==> src/shared/lsl_pkg.sv <==
// Constants, field layout and a helper function for the LED sink latch control block.
// Assumes a single core clock; every pin input is resynchronised by the core.
package lsl_pkg;
  localparam int LSL_WORD_W = 25;
  localparam int LSL_CH_N = 24;
  localparam int LSL_GROUP_CH = 8;
  localparam int LSL_GROUP_N = 3;
  localparam int LSL_SCALE_W = 7;
  localparam int LSL_SEL_W = 3;
  localparam int LSL_SELECT_BIT = 24;
  localparam int LSL_RED_LSB = 0;
  localparam int LSL_GREEN_LSB = 7;
  localparam int LSL_BLUE_LSB = 14;
  localparam int LSL_SEL_LSB = 21;
  localparam int LSL_SHORT_MODE_BIT = 23;
  localparam int LSL_SCALE_DIV = 127;
  localparam int LSL_CUR_W = 16;
  localparam int LSL_FULL_SCALE_UA = 35000;
  // Positions of the pin inputs on the resynchroniser bus
  localparam int LSL_IN_SCLK = 0;
  localparam int LSL_IN_SIN = 1;
  localparam int LSL_IN_STROBE = 2;
  localparam int LSL_IN_FORCE_OFF = 3;
  localparam int LSL_IN_OVERHEAT = 4;
  localparam int LSL_IN_OPEN = 5;
  localparam int LSL_IN_SHORT = 29;
  localparam int LSL_IN_W = 53;

  // Sink current in microamps for one group scale code
  function automatic logic [LSL_CUR_W-1:0] lsl_scale_ua(input int full_ua,
                                                        input logic [LSL_SCALE_W-1:0] code);
    int prod;
    prod = (full_ua * int'(code)) / LSL_SCALE_DIV;
    return prod[LSL_CUR_W-1:0];
  endfunction : lsl_scale_ua
endpackage : lsl_pkg

==> src/rtl/lsl_sync.sv <==
// Three-stage resynchroniser with agreement filter and rising-edge pulse.
// Assumes inputs are asynchronous to core_clk and slower than a few cycles.
`timescale 1ns/100ps
module lsl_sync #(
  parameter int W = 1
) (
  input wire logic core_clk,
  input wire logic sys_rst,
  input wire logic [W-1:0] async_in,
  output logic [W-1:0] level_out,
  output logic [W-1:0] rise_out
);
  typedef struct packed {
    logic [W-1:0] s1;
    logic [W-1:0] s2;
    logic [W-1:0] s3;
    logic [W-1:0] stable;
  } lsl_sync_st_t;

  lsl_sync_st_t st_reg;
  lsl_sync_st_t st_next;

  // ************************************************************
  // A change counts only once stages two and three agree
  // ************************************************************
  always_comb begin
    st_next = st_reg;
    st_next.s1 = async_in;
    st_next.s2 = st_reg.s1;
    st_next.s3 = st_reg.s2;
    st_next.stable = (st_reg.s2 & st_reg.s3) | (st_reg.stable & (st_reg.s2 | st_reg.s3));
  end

  always_ff @(posedge core_clk or posedge sys_rst) begin
    if (sys_rst) begin
      st_reg <= '0;
    end else begin
      st_reg <= st_next;
    end
  end

  assign level_out = st_reg.stable;
  assign rise_out = st_reg.s2 & st_reg.s3 & ~st_reg.stable;
endmodule : lsl_sync

==> src/rtl/lsl_core.sv <==
// Serial shift register, on-off and control latches, status readback and sink gating.
// Assumes all pin inputs and fault comparators are asynchronous to core_clk,
// and the shift clock runs well below a quarter of the core clock.
`timescale 1ns/100ps
module lsl_core
  import lsl_pkg::*;
#(
  parameter int FULL_SCALE_UA = LSL_FULL_SCALE_UA
) (
  input wire logic core_clk,
  input wire logic sys_rst,
  input wire logic shift_clk_pin,
  input wire logic serial_in_pin,
  input wire logic transfer_strobe,
  input wire logic force_off_pin,
  input wire logic overheat_in,
  input wire logic [LSL_CH_N-1:0] open_fault_detect,
  input wire logic [LSL_CH_N-1:0] short_fault_detect,
  output logic serial_out_pin,
  output logic [LSL_CH_N-1:0] sink_on,
  output logic [LSL_GROUP_CH-1:0] red_sink_channel,
  output logic [LSL_GROUP_CH-1:0] green_sink_channel,
  output logic [LSL_GROUP_CH-1:0] blue_sink_channel,
  output logic [LSL_SCALE_W-1:0] red_group_scale,
  output logic [LSL_SCALE_W-1:0] green_group_scale,
  output logic [LSL_SCALE_W-1:0] blue_group_scale,
  output logic [LSL_SEL_W-1:0] detect_select,
  output logic [LSL_CUR_W-1:0] red_current_ua,
  output logic [LSL_CUR_W-1:0] green_current_ua,
  output logic [LSL_CUR_W-1:0] blue_current_ua
);
  typedef struct packed {
    logic [LSL_WORD_W-1:0] serial_input_word;
    logic [LSL_CH_N-1:0] output_enable_bits;
    logic [LSL_CH_N-1:0] group_scale_and_detect;
    logic [LSL_CH_N-1:0] fault_hold;
    logic overheat_flag;
    logic fresh;
    logic [LSL_CH_N-1:0] sink;
    logic [LSL_GROUP_N-1:0][LSL_CUR_W-1:0] cur;
  } lsl_core_st_t;

  lsl_core_st_t st_reg;
  lsl_core_st_t st_next;

  logic [LSL_IN_W-1:0] raw_in;
  logic [LSL_IN_W-1:0] lvl;
  logic [LSL_IN_W-1:0] rise;
  logic sclk_rise;
  logic strobe_rise;
  logic sin_s;
  logic blank_s;
  logic hot_s;
  logic [LSL_CH_N-1:0] open_s;
  logic [LSL_CH_N-1:0] short_s;
  logic [LSL_CH_N-1:0] fault_live;
  logic [LSL_SCALE_W-1:0] scale_r;
  logic [LSL_SCALE_W-1:0] scale_g;
  logic [LSL_SCALE_W-1:0] scale_b;

  // ************************************************************
  // Pin resynchronisation
  // ************************************************************
  // Force-off travels inverted: a cleared resynchroniser then reads as blanked after reset
  assign raw_in = {short_fault_detect, open_fault_detect, overheat_in, ~force_off_pin,
                   transfer_strobe, serial_in_pin, shift_clk_pin};

  lsl_sync #(
    .W(LSL_IN_W)
  ) u_sync (
    .core_clk(core_clk),
    .sys_rst(sys_rst),
    .async_in(raw_in),
    .level_out(lvl),
    .rise_out(rise)
  );

  assign sclk_rise = rise[LSL_IN_SCLK];
  assign strobe_rise = rise[LSL_IN_STROBE];
  assign sin_s = lvl[LSL_IN_SIN];
  assign blank_s = ~lvl[LSL_IN_FORCE_OFF];
  assign hot_s = lvl[LSL_IN_OVERHEAT];
  assign open_s = lvl[LSL_IN_OPEN +: LSL_CH_N];
  assign short_s = lvl[LSL_IN_SHORT +: LSL_CH_N];

  // Fault bits only count for outputs programmed on
  assign fault_live = (st_reg.group_scale_and_detect[LSL_SHORT_MODE_BIT] ? short_s : open_s)
                      & st_reg.output_enable_bits;

  // ************************************************************
  // Next-state logic
  // ************************************************************
  always_comb begin
    st_next = st_reg;
    // Holder tracks live faults while outputs run, freezes when forced off
    if (!blank_s) begin
      st_next.fault_hold = fault_live;
    end
    // Overheat stays flagged until a strobe finds the die cool again
    st_next.overheat_flag = hot_s | (st_reg.overheat_flag & ~strobe_rise);
    if (sclk_rise) begin
      // Shift beats strobe in the same cycle; the strobe is then dropped
      st_next.serial_input_word = {st_reg.serial_input_word[LSL_WORD_W-2:0], sin_s};
      st_next.fresh = 1'b1;
    end else if (strobe_rise && st_reg.fresh) begin
      // A strobe without new shifted data is ignored
      st_next.fresh = 1'b0;
      if (!st_reg.serial_input_word[LSL_SELECT_BIT]) begin
        st_next.output_enable_bits = st_reg.serial_input_word[LSL_CH_N-1:0];
        st_next.serial_input_word = {st_reg.overheat_flag, st_reg.fault_hold};
      end else begin
        st_next.group_scale_and_detect = st_reg.serial_input_word[LSL_CH_N-1:0];
      end
    end
    // Overheat also shuts every sink, as the thermal shutdown does
    st_next.sink = (blank_s || hot_s) ? '0 : st_next.output_enable_bits;
    st_next.cur[0] = lsl_scale_ua(FULL_SCALE_UA,
      st_next.group_scale_and_detect[LSL_RED_LSB +: LSL_SCALE_W]);
    st_next.cur[1] = lsl_scale_ua(FULL_SCALE_UA,
      st_next.group_scale_and_detect[LSL_GREEN_LSB +: LSL_SCALE_W]);
    st_next.cur[2] = lsl_scale_ua(FULL_SCALE_UA,
      st_next.group_scale_and_detect[LSL_BLUE_LSB +: LSL_SCALE_W]);
  end

  // ************************************************************
  // State register
  // ************************************************************
  // Data latches take no reset: their power-up content is undefined by design
  always_ff @(posedge core_clk or posedge sys_rst) begin
    if (sys_rst) begin
      st_reg.fresh <= 1'b0;
      st_reg.sink <= '0;
      st_reg.overheat_flag <= 1'b0;
      st_reg.fault_hold <= '0;
    end else begin
      st_reg <= st_next;
    end
  end

  // ************************************************************
  // Outputs
  // ************************************************************
  assign serial_out_pin = st_reg.serial_input_word[LSL_SELECT_BIT];
  assign sink_on = st_reg.sink;
  assign scale_r = st_reg.group_scale_and_detect[LSL_RED_LSB +: LSL_SCALE_W];
  assign scale_g = st_reg.group_scale_and_detect[LSL_GREEN_LSB +: LSL_SCALE_W];
  assign scale_b = st_reg.group_scale_and_detect[LSL_BLUE_LSB +: LSL_SCALE_W];
  assign red_group_scale = scale_r;
  assign green_group_scale = scale_g;
  assign blue_group_scale = scale_b;
  assign detect_select = st_reg.group_scale_and_detect[LSL_SEL_LSB +: LSL_SEL_W];
  assign red_current_ua = st_reg.cur[0];
  assign green_current_ua = st_reg.cur[1];
  assign blue_current_ua = st_reg.cur[2];

  // Interleaved channel order across the three colour groups
  for (genvar k = 0; k < LSL_GROUP_CH; k++) begin : g_chan
    assign red_sink_channel[k] = st_reg.sink[LSL_GROUP_N*k];
    assign green_sink_channel[k] = st_reg.sink[LSL_GROUP_N*k+1];
    assign blue_sink_channel[k] = st_reg.sink[LSL_GROUP_N*k+2];
  end
endmodule : lsl_core

==> config.mk <==
export PLATFORM = sky130hd
export DESIGN_NAME = lsl_core
export DESIGN_NICKNAME = d
export VERILOG_FILES = /design/src/shared/lsl_pkg.sv /design/src/rtl/lsl_sync.sv /design/src/rtl/lsl_core.sv
export SDC_FILE = /design/constraint.sdc
export NUM_CORES = 1
export LEC_CHECK = 0
export ABC_CLOCK_PERIOD_IN_PS = 15600
export BUFFER_PORTS_ARGS = -buffer_cell sky130_fd_sc_hd__buf_2
export CAP_MARGIN = 5
export CORE_MARGIN = 4
export CORE_UTILIZATION = 34
export DETAILED_ROUTE_END_ITERATION = 8
export PLACE_DENSITY = 0.6
export SYNTH_ARGS = -nofsm -noshare
export SYNTH_HDL_FRONTEND = slang
export SYNTH_SLANG_ARGS = --single-unit
==> constraint.sdc <==
create_clock -name core_clk -period 15.6 [get_ports core_clk]
set_input_delay 4.68 -clock core_clk [delete_from_list [all_inputs] [get_ports core_clk]]
set_output_delay 4.68 -clock core_clk [all_outputs]
set_load 0.02 [all_outputs]
; Yosys cells after proc, flatten, opt, wreduce, memory -nomap -nowiden
; Cells that the tools add are included.
; W data, S select, Z words.
[op_classes]
mul = 3
div_mod_pow = 3
eq_ne = 1
n_mux = 9
bitwise = 14
reduce_logical = 6
[op_table]
columns = op, n
row1 = $and A53 B53 Y53, 2
row2 = $or A53 B53 Y53, 2
row3 = $div A32 B8 Y32 const B, 3
row4 = $mux W73, 1
row5 = $mux W24, 3
row6 = $mul A13 B7 Y20 const A, 3
row7 = $mux W49, 1
row8 = $mux W48, 1
row9 = $mux W25, 1
row10 = $and A24 B24 Y24, 1
row11 = $not A1 Y1, 5
row12 = $reduce_and A4 Y1, 1
row13 = $and A3 B3 Y3, 1
row14 = $not A3 Y3, 1
row15 = $reduce_and A3 Y1, 1
row16 = $mux W1, 2
row17 = $ne A2 B1 Y1 const B, 1
row18 = $reduce_and A2 Y1, 1
row19 = $reduce_bool A2 Y1, 1
row20 = $and A1 B1 Y1, 1
row21 = $logic_and A1 B1 Y1, 1
row22 = $logic_or A1 B1 Y1, 1
row23 = $or A1 B1 Y1, 1
[totals]
regBits = 383
inputBits = 55
out_inout_bits = 121
elab_cells = 52

; Longest topological paths before layout
; Gate-level depths: netlist of the first run.
[logic_depth]
depth_word = 7
depth_mapped = 61
mapped_depth_nobuf = 53

; Cells and area by module
; From an unflattened synthesis of the first run, not the netlist that was laid out.
[hier_totals]
cells_unflattened = 3018
area_unflattened_um2 = 29263.1
[modules_own_cells]
columns = module, instances, cells_per_inst, area_per_inst_um2, seq_area_each_um2
row1 = lsl_core, 1, 2646, 22429.0, 4884.7
row2 = lsl_sync, 1, 372, 6834.1, 5305.1

; Worst setup path before layout of the first run
; No wires, ideal clock.
[synth_timing]
kind = reg-to-reg
startpoint = register st_reg (netlist bit serial_out_pin)
endpoint = register st_reg (netlist bit blue_current_ua[0]), data pin
setup_ps = 263
t_arrival_ps = 13998
required_time_ps = 15337
setup_slack_ps = 1339
path_stages_with_launch = 57
path_buffers = 10
synth_period_minus_slack_ps = 14261
path_cell_list = edfxtp_1 inv_1 nor3_4 buf_6 buf_1 mux2_2 ha_1 inv_1 fa_1 inv_1 fa_1 ha_1 ha_1 or3_1 o22ai_1 o211ai_2 xnor2_1 or4_1 [... 21 more ...] a21o_1 buf_4 and3_2 a32oi_2 o221ai_2 a22oi_4 and2_1 a21o_1 buf_4 and4bb_2 o21ai_2 or2_4 or2_2 nor2b_1 ha_1 nand2b_1 a211o_1 a2111o_1
[synth_rtl]
columns = item, line
row1 = "start, declared", lsl_core.sv:43  ; lsl_core_st_t st_reg;
row2 = "start signal, assigned", lsl_core.sv:136  ; st_reg <= st_next;

==> flow_metrics.tcl, run 1 <==
set metrics [dict create \
    drc 0 \
    htreeDepth 2 \
    synth_cell_types 132 \
    largest_register_ffs 106 \
    area_growth_pct 14.5 \
    dr.pass1.iters 5 \
    syn_nets 2965 \
    overflow 0 \
    yosys_warnings 0 \
    min_period_ns 14.82 \
    synth_area_leaders "dfrtp_1, edfxtp_1, ha_1, buf_4, xnor2_1" \
    netlist_instances 2744 \
    netlist_area_sq_um 27200 \
    cp_top_family "simple AND/OR/NAND/NOR gates" \
    grt_pass1_wl_um 110000 \
    cts_buffer_depth 3 \
    max_stage_delay_ns 0.67 \
    start_util_pct 34.4 \
    tightest_slew_ns 1.09 \
    grt.total_usage_pct 15.5 \
    critPathBufInv 6 \
    fin_crit_sh_pct 95.0 \
    yosys.area.top_type_share_pct 24.1 \
    io_buffers 175 \
    rows 103 \
    crit_fanout 14 \
    die-width_um 291 \
    fp.dieH_um 291 \
    wl_um 68500 \
    dp_hpwl_um 50500 \
    start_kind "flip-flop" \
    cts_buffers 45 \
    grt_pass1_vias 20800 \
    cp-end-kind "flip-flop" \
    fmax_ghz 0.0675 \
    cp.depth 54 \
    finalHoldViolCount 0 \
    clkSinkCount 383 \
    setup_viol_count_final 0 \
    ioPinCount 176 \
    gp_congestion 0.871 \
    vias_per_cell 5.37 \
    reg2reg_from "serial_out_pin$_DFFE_PP_" \
    ant_nets 0 \
    final_area_sq_um 31100 \
    required_ns 15.90 \
    synth_largest_area_cell "dfrtp_1" \
    yosysSeqAreaShare_pct 37.5 \
    reg2reg_depth 54 \
    synth_top_cells_by_count "dfrtp_1, nand2_1, nor2_1" \
    drv_slew 0 \
    tritoncts "built" \
    root_buffer "clkbuf_16" \
    clock_latency_ns 0.59 \
    synth_edf_count 121 \
    ys_ff_latch 383 \
    worstSetupPathType "flip-flop to flip-flop" \
    synth_most_common_cell "dfrtp_1" \
    status "complete, no violations" \
    place_area_sq_um 28900 \
    drt-initial-drc-count 1273 \
    crit_end "green_current_ua[1]$_DFFE_PN_" \
    r2r_end "green_current_ua[1]$_DFFE_PN_" \
    cap_viol_max_count 0 \
    min_path_type "flip-flop to flip-flop" \
    antenna_found_initial 3 \
    fin_nets 3115 \
    die-area_sq_um 84600 \
    finClkSkew_ns 0.0343 \
    vias 21400 \
    crit_arrival_ns 15.13 \
    routedWlPerCell_um 17.2 \
    maxSlewHeadroom_pct 27.1 \
    syn_avg_cell_area_sq_um 9.91 \
    synth_top_flop_cell "dfrtp_1" \
    path_clk_slew_ns 0.06 \
    drive_gt1_share_pct 19.9 \
    coreArea_sq_um 79100 \
    reg2reg_slack_ns 0.78 \
    grt_start_max_net_pins 120 \
    startpoint "serial_out_pin$_DFFE_PP_" \
    synth-async-reset-ratio_pct 68.4 \
    cpMaxStageDelayCell "or4b_1" \
]
## cells by family after synthesis
kind of cell | Yosys count | share of synthesized area [%]
multiplexers | 119 | 4.83
flip-flops | 383 | 37.5
adder cells (fa/ha/maj) | 222 | 10.4
AND/OR/NAND/NOR | 816 | 15.9
buffers and inverters | 325 | 6.37
XOR/XNOR | 135 | 4.50
AO/OA/AOI/OAI | 744 | 20.5
## how the worst min path moves through the flow
stage / startpoint / endpoint / slack (ns) / cells after the start
finish: u_sync.st_next[141]$_DFF_PP0_ / u_sync.st_next[88]$_DFF_PP0_ / 0.34 / 0
global route: u_sync.st_next[139]$_DFF_PP0_ / u_sync.st_next[86]$_DFF_PP0_ / 0.34 / 0
CTS: u_sync.st_next[141]$_DFF_PP0_ / u_sync.st_next[88]$_DFF_PP0_ / 0.33 / 0
detailed placement: u_sync.st_next[154]$_DFF_PP0_ / u_sync.st_next[101]$_DFF_PP0_ / 0.33 / 0
global placement: u_sync.st_next[141]$_DFF_PP0_ / u_sync.st_next[88]$_DFF_PP0_ / 0.33 / 0
floorplan: u_sync.st_next[153]$_DFF_PP0_ / u_sync.st_next[100]$_DFF_PP0_ / 0.33 / 0
## per-stage QoR
stage                     worst slack [ns]  TNS (ns)  utilization, %  std cells  hold WS (ns)
after global placement              -0.208    -0.338            36.5       3878         0.332
after global routing               -0.0628    -0.120            39.3       3982         0.339
final                                0.775         0            39.4       3984         0.336
after floorplan                       1.23         0               -       2744         0.331
after CTS                         0.000970         0            38.6       3965         0.335
after detailed placement            -0.294    -0.486            36.5       3878         0.335
## what timing repair did
action	4_1_cts	5_1_grt
hold buffers	0	0
gates resized for setup	3	84
pin swaps	1	13
setup endpoints to repair	2	6
buffers inserted	3	16
## per-layer routing
metal / track usage, % / vias to the layer above / part of all wire (%) / routed length (um)
met3: 2.37 / 87 / 4.8 / 3310
met5: 0 / - / 0 / 0
met4: 4.09 / 0 / 2.2 / 1500
li1: - / 10500 / - / -
met1: 21.8 / 10300 / 47 / 32400
met2: 24.9 / 484 / 46 / 31300
## placed cells by master, fill, tap and decap left out, types with 40 or more instances in the layout
cell	Yosys	routed
inv_1	140	139
a21oi_1	120	117
mux2i_1	68	62
nand2_1	188	184
nor3_1	76	70
edfxtp_1	121	121
maj3_1	56	56
clkbuf_16	0	50
mux2_2	42	42
nand3_1	71	70
o21ai_0	95	93
buf_4	126	109
buf_2	14	175
nor2_1	157	154
xnor2_1	91	88
dfrtp_1	262	261
o211ai_1	40	40
ha_1	139	139
## cell type report
cell class                      count  area, sq um
Antenna cell                        3         7.51
Clock buffer                       68         1360
Clock inverter                     16          234
Fill cell                        7807        48000
Inverter                          143          544
Multi-Input combinational cell   2036        15800
Sequential cell                   383        10200
Tap cell                         1050         1310
Timing Repair Buffer              285         1710
Power of run 1 is not shown: default switching activity piles up to over one toggle a cycle in this logic, so the estimate is an artifact.
==> run 2: changes to the inputs <==
Settings changed: CORE_UTILIZATION 34 to 62, CTS_CLUSTER_DIAMETER set to 120, PLACE_DENSITY 0.6 to 0.91.
==> flow_metrics.tcl, run 2 (synthesized netlist as in run 1, its figures left out) <==
set metrics [dict create \
    area_growth_pct 11.7 \
    clkSinkCount 383 \
    cts_buffer_depth 3 \
    grt_start_max_net_pins 145 \
    largest_register_ffs 106 \
    overflow 0 \
    fin_ws_ns 0.583 \
    tritoncts "built" \
    whs_endpoint "u_sync.st_next[88]$_DFF_PP0_" \
    path_clk_slew_ns 0.06 \
    htreeDepth 2 \
    drc 0 \
    fin_crit_sh_pct 96.3 \
    routedWlPerCell_um 20.2 \
    cpMostUsedCell "xnor2_1" \
    clock_latency_ns 0.60 \
    drv_slew 0 \
    hold_start "u_sync.st_next[141]$_DFF_PP0_" \
    wl_um 70200 \
    dr.pass1.iters 7 \
    start_kind "flip-flop" \
    gp_congestion 0.945 \
    whs_path_depth 0 \
    setup_viol_count_final 0 \
    drive_gt1_share_pct 20.5 \
    fin_cells 3475 \
    maxSlewHeadroom_pct 19.0 \
    fmax_ghz 0.0666 \
    dp_hpwl_um 49700 \
    finClkSkew_ns 0.0413 \
    cpMaxStageDelayCell "or4_4" \
    crit_fanout 14 \
    die-width_um 217 \
    finalCoreUtilization_pct 70.2 \
    start_util_pct 62.9 \
    pre_cts_slack_ns -0.174 \
    reg2reg_depth 51 \
    finalHoldViolCount 0 \
    placed_cells 3357 \
    tns_ns 0 \
    fp.dieH_um 217 \
    vias 22800 \
    rows 76 \
    r2r_end "blue_current_ua[0]$_DFFE_PN_" \
    ctsHoldBuffers 0 \
    coreArea_sq_um 43300 \
    crit_arrival_ns 15.36 \
    min_path_type "flip-flop to flip-flop" \
    cp-end-kind "flip-flop" \
    antenna_found_initial 1 \
    vias_per_cell 6.55 \
    grt_pass1_wl_um 110000 \
    reg2reg_from "serial_out_pin$_DFFE_PP_" \
    fillers 3051 \
    layout_common_cells "dfrtp_1, nand2_1, buf_2" \
    grt_pass1_vias 21600 \
    status "complete, no violations" \
    tightest_slew_ns 1.22 \
    cap_viol_max_count 0 \
    fin_nets 3080 \
    die-area_sq_um 47300 \
    ant_nets 0 \
    cts_buffers 41 \
    root_buffer "clkbuf_16" \
    io_buffers 175 \
    grt.total_usage_pct 27.8 \
    drt-initial-drc-count 2205 \
    ioPinCount 176 \
    reg2reg_slack_ns 0.58 \
    max_stage_delay_ns 0.59 \
    min_period_ns 15.02 \
    mostFrequentLayoutCell "dfrtp_1" \
    worstSetupPathType "flip-flop to flip-flop" \
    required_ns 15.95 \
]
[run 2: changes by cell type in the layout (fill, tap and decap cells not counted), sizes merged]
cell / previous run / this run
diode: 3 / 1
clkinv: 8 / 12
inv: 148 / 147
bufinv: 3 / 0
buf: 285 / 254
clkinvlp: 0 / 4
clkbuf: 68 / 53
[run 2: worst max path at each step]
stage / start / to / slack [ns] / cells past startpoint
6_report: serial_out_pin$_DFFE_PP_ / blue_current_ua[0]$_DFFE_PN_ / 0.58 / 51
3_5_place_dp: u_sync.level_out[2]$_DFF_PP0_ / green_current_ua[1]$_DFFE_PN_ / -0.17 / 53
3_3_place_gp: u_sync.level_out[2]$_DFF_PP0_ / red_current_ua[0]$_DFFE_PN_ / 0.39 / 52
4_1_cts: u_sync.level_out[2]$_DFF_PP0_ / red_current_ua[0]$_DFFE_PN_ / 0.004 / 53
5_1_grt: u_sync.level_out[2]$_DFF_PP0_ / green_current_ua[1]$_DFFE_PN_ / -0.12 / 54
2_1_floorplan: sys_rst / sink_on[0]$_DFF_PP0_ / 1.23 / 1
[run 2: through the flow]
stage	hold slack, ns	instance area [sq um]
after global placement	0.332	27900
after floorplan	0.331	27200
after CTS	0.346	29300
final	0.347	30400
after detailed placement	0.335	27900
after global routing	0.347	30400
[run 2: layout make-up]
class	instances	area [sq um]	share of cell area, %
antenna	1	2.50	0.00823
clock buffer	53	1150	3.79
clock inverter	20	204	0.671
inverter	143	544	1.79
multi-input combinational	2036	16100	52.9
sequential	383	10200	33.5
tap	585	732	2.41
timing repair buffer	254	1480	4.86
[run 2: routing by layer]
metal,vias up,track usage (%),routed length (um)
met5,-,0,0
met2,1083,47.4,34200
met3,218,4.05,4580
li1,10400,-,-
met4,0,8.86,2530
met1,11000,37.0,29000
[run 2: what timing repair did]
item,4_1_cts,5_1_grt
setup endpoints to repair,4,10
resized for setup,10,142
buffers inserted,0,44
pin swaps,0,23
[run 2: worst max-delay path, delay by kind of cell (launching register included)]
kind	cells	cell delay, ns
xor gates and xnor gates	5	1.06
and+or+nand+nor	16	4.92
adders and majority gates	6	2.23
DFF	1	0.49
muxes	1	0.31
buffers and inverters	6	0.89
AOI/OAI and AO/OA	17	4.89
Power of run 2 is left out for the same reason.
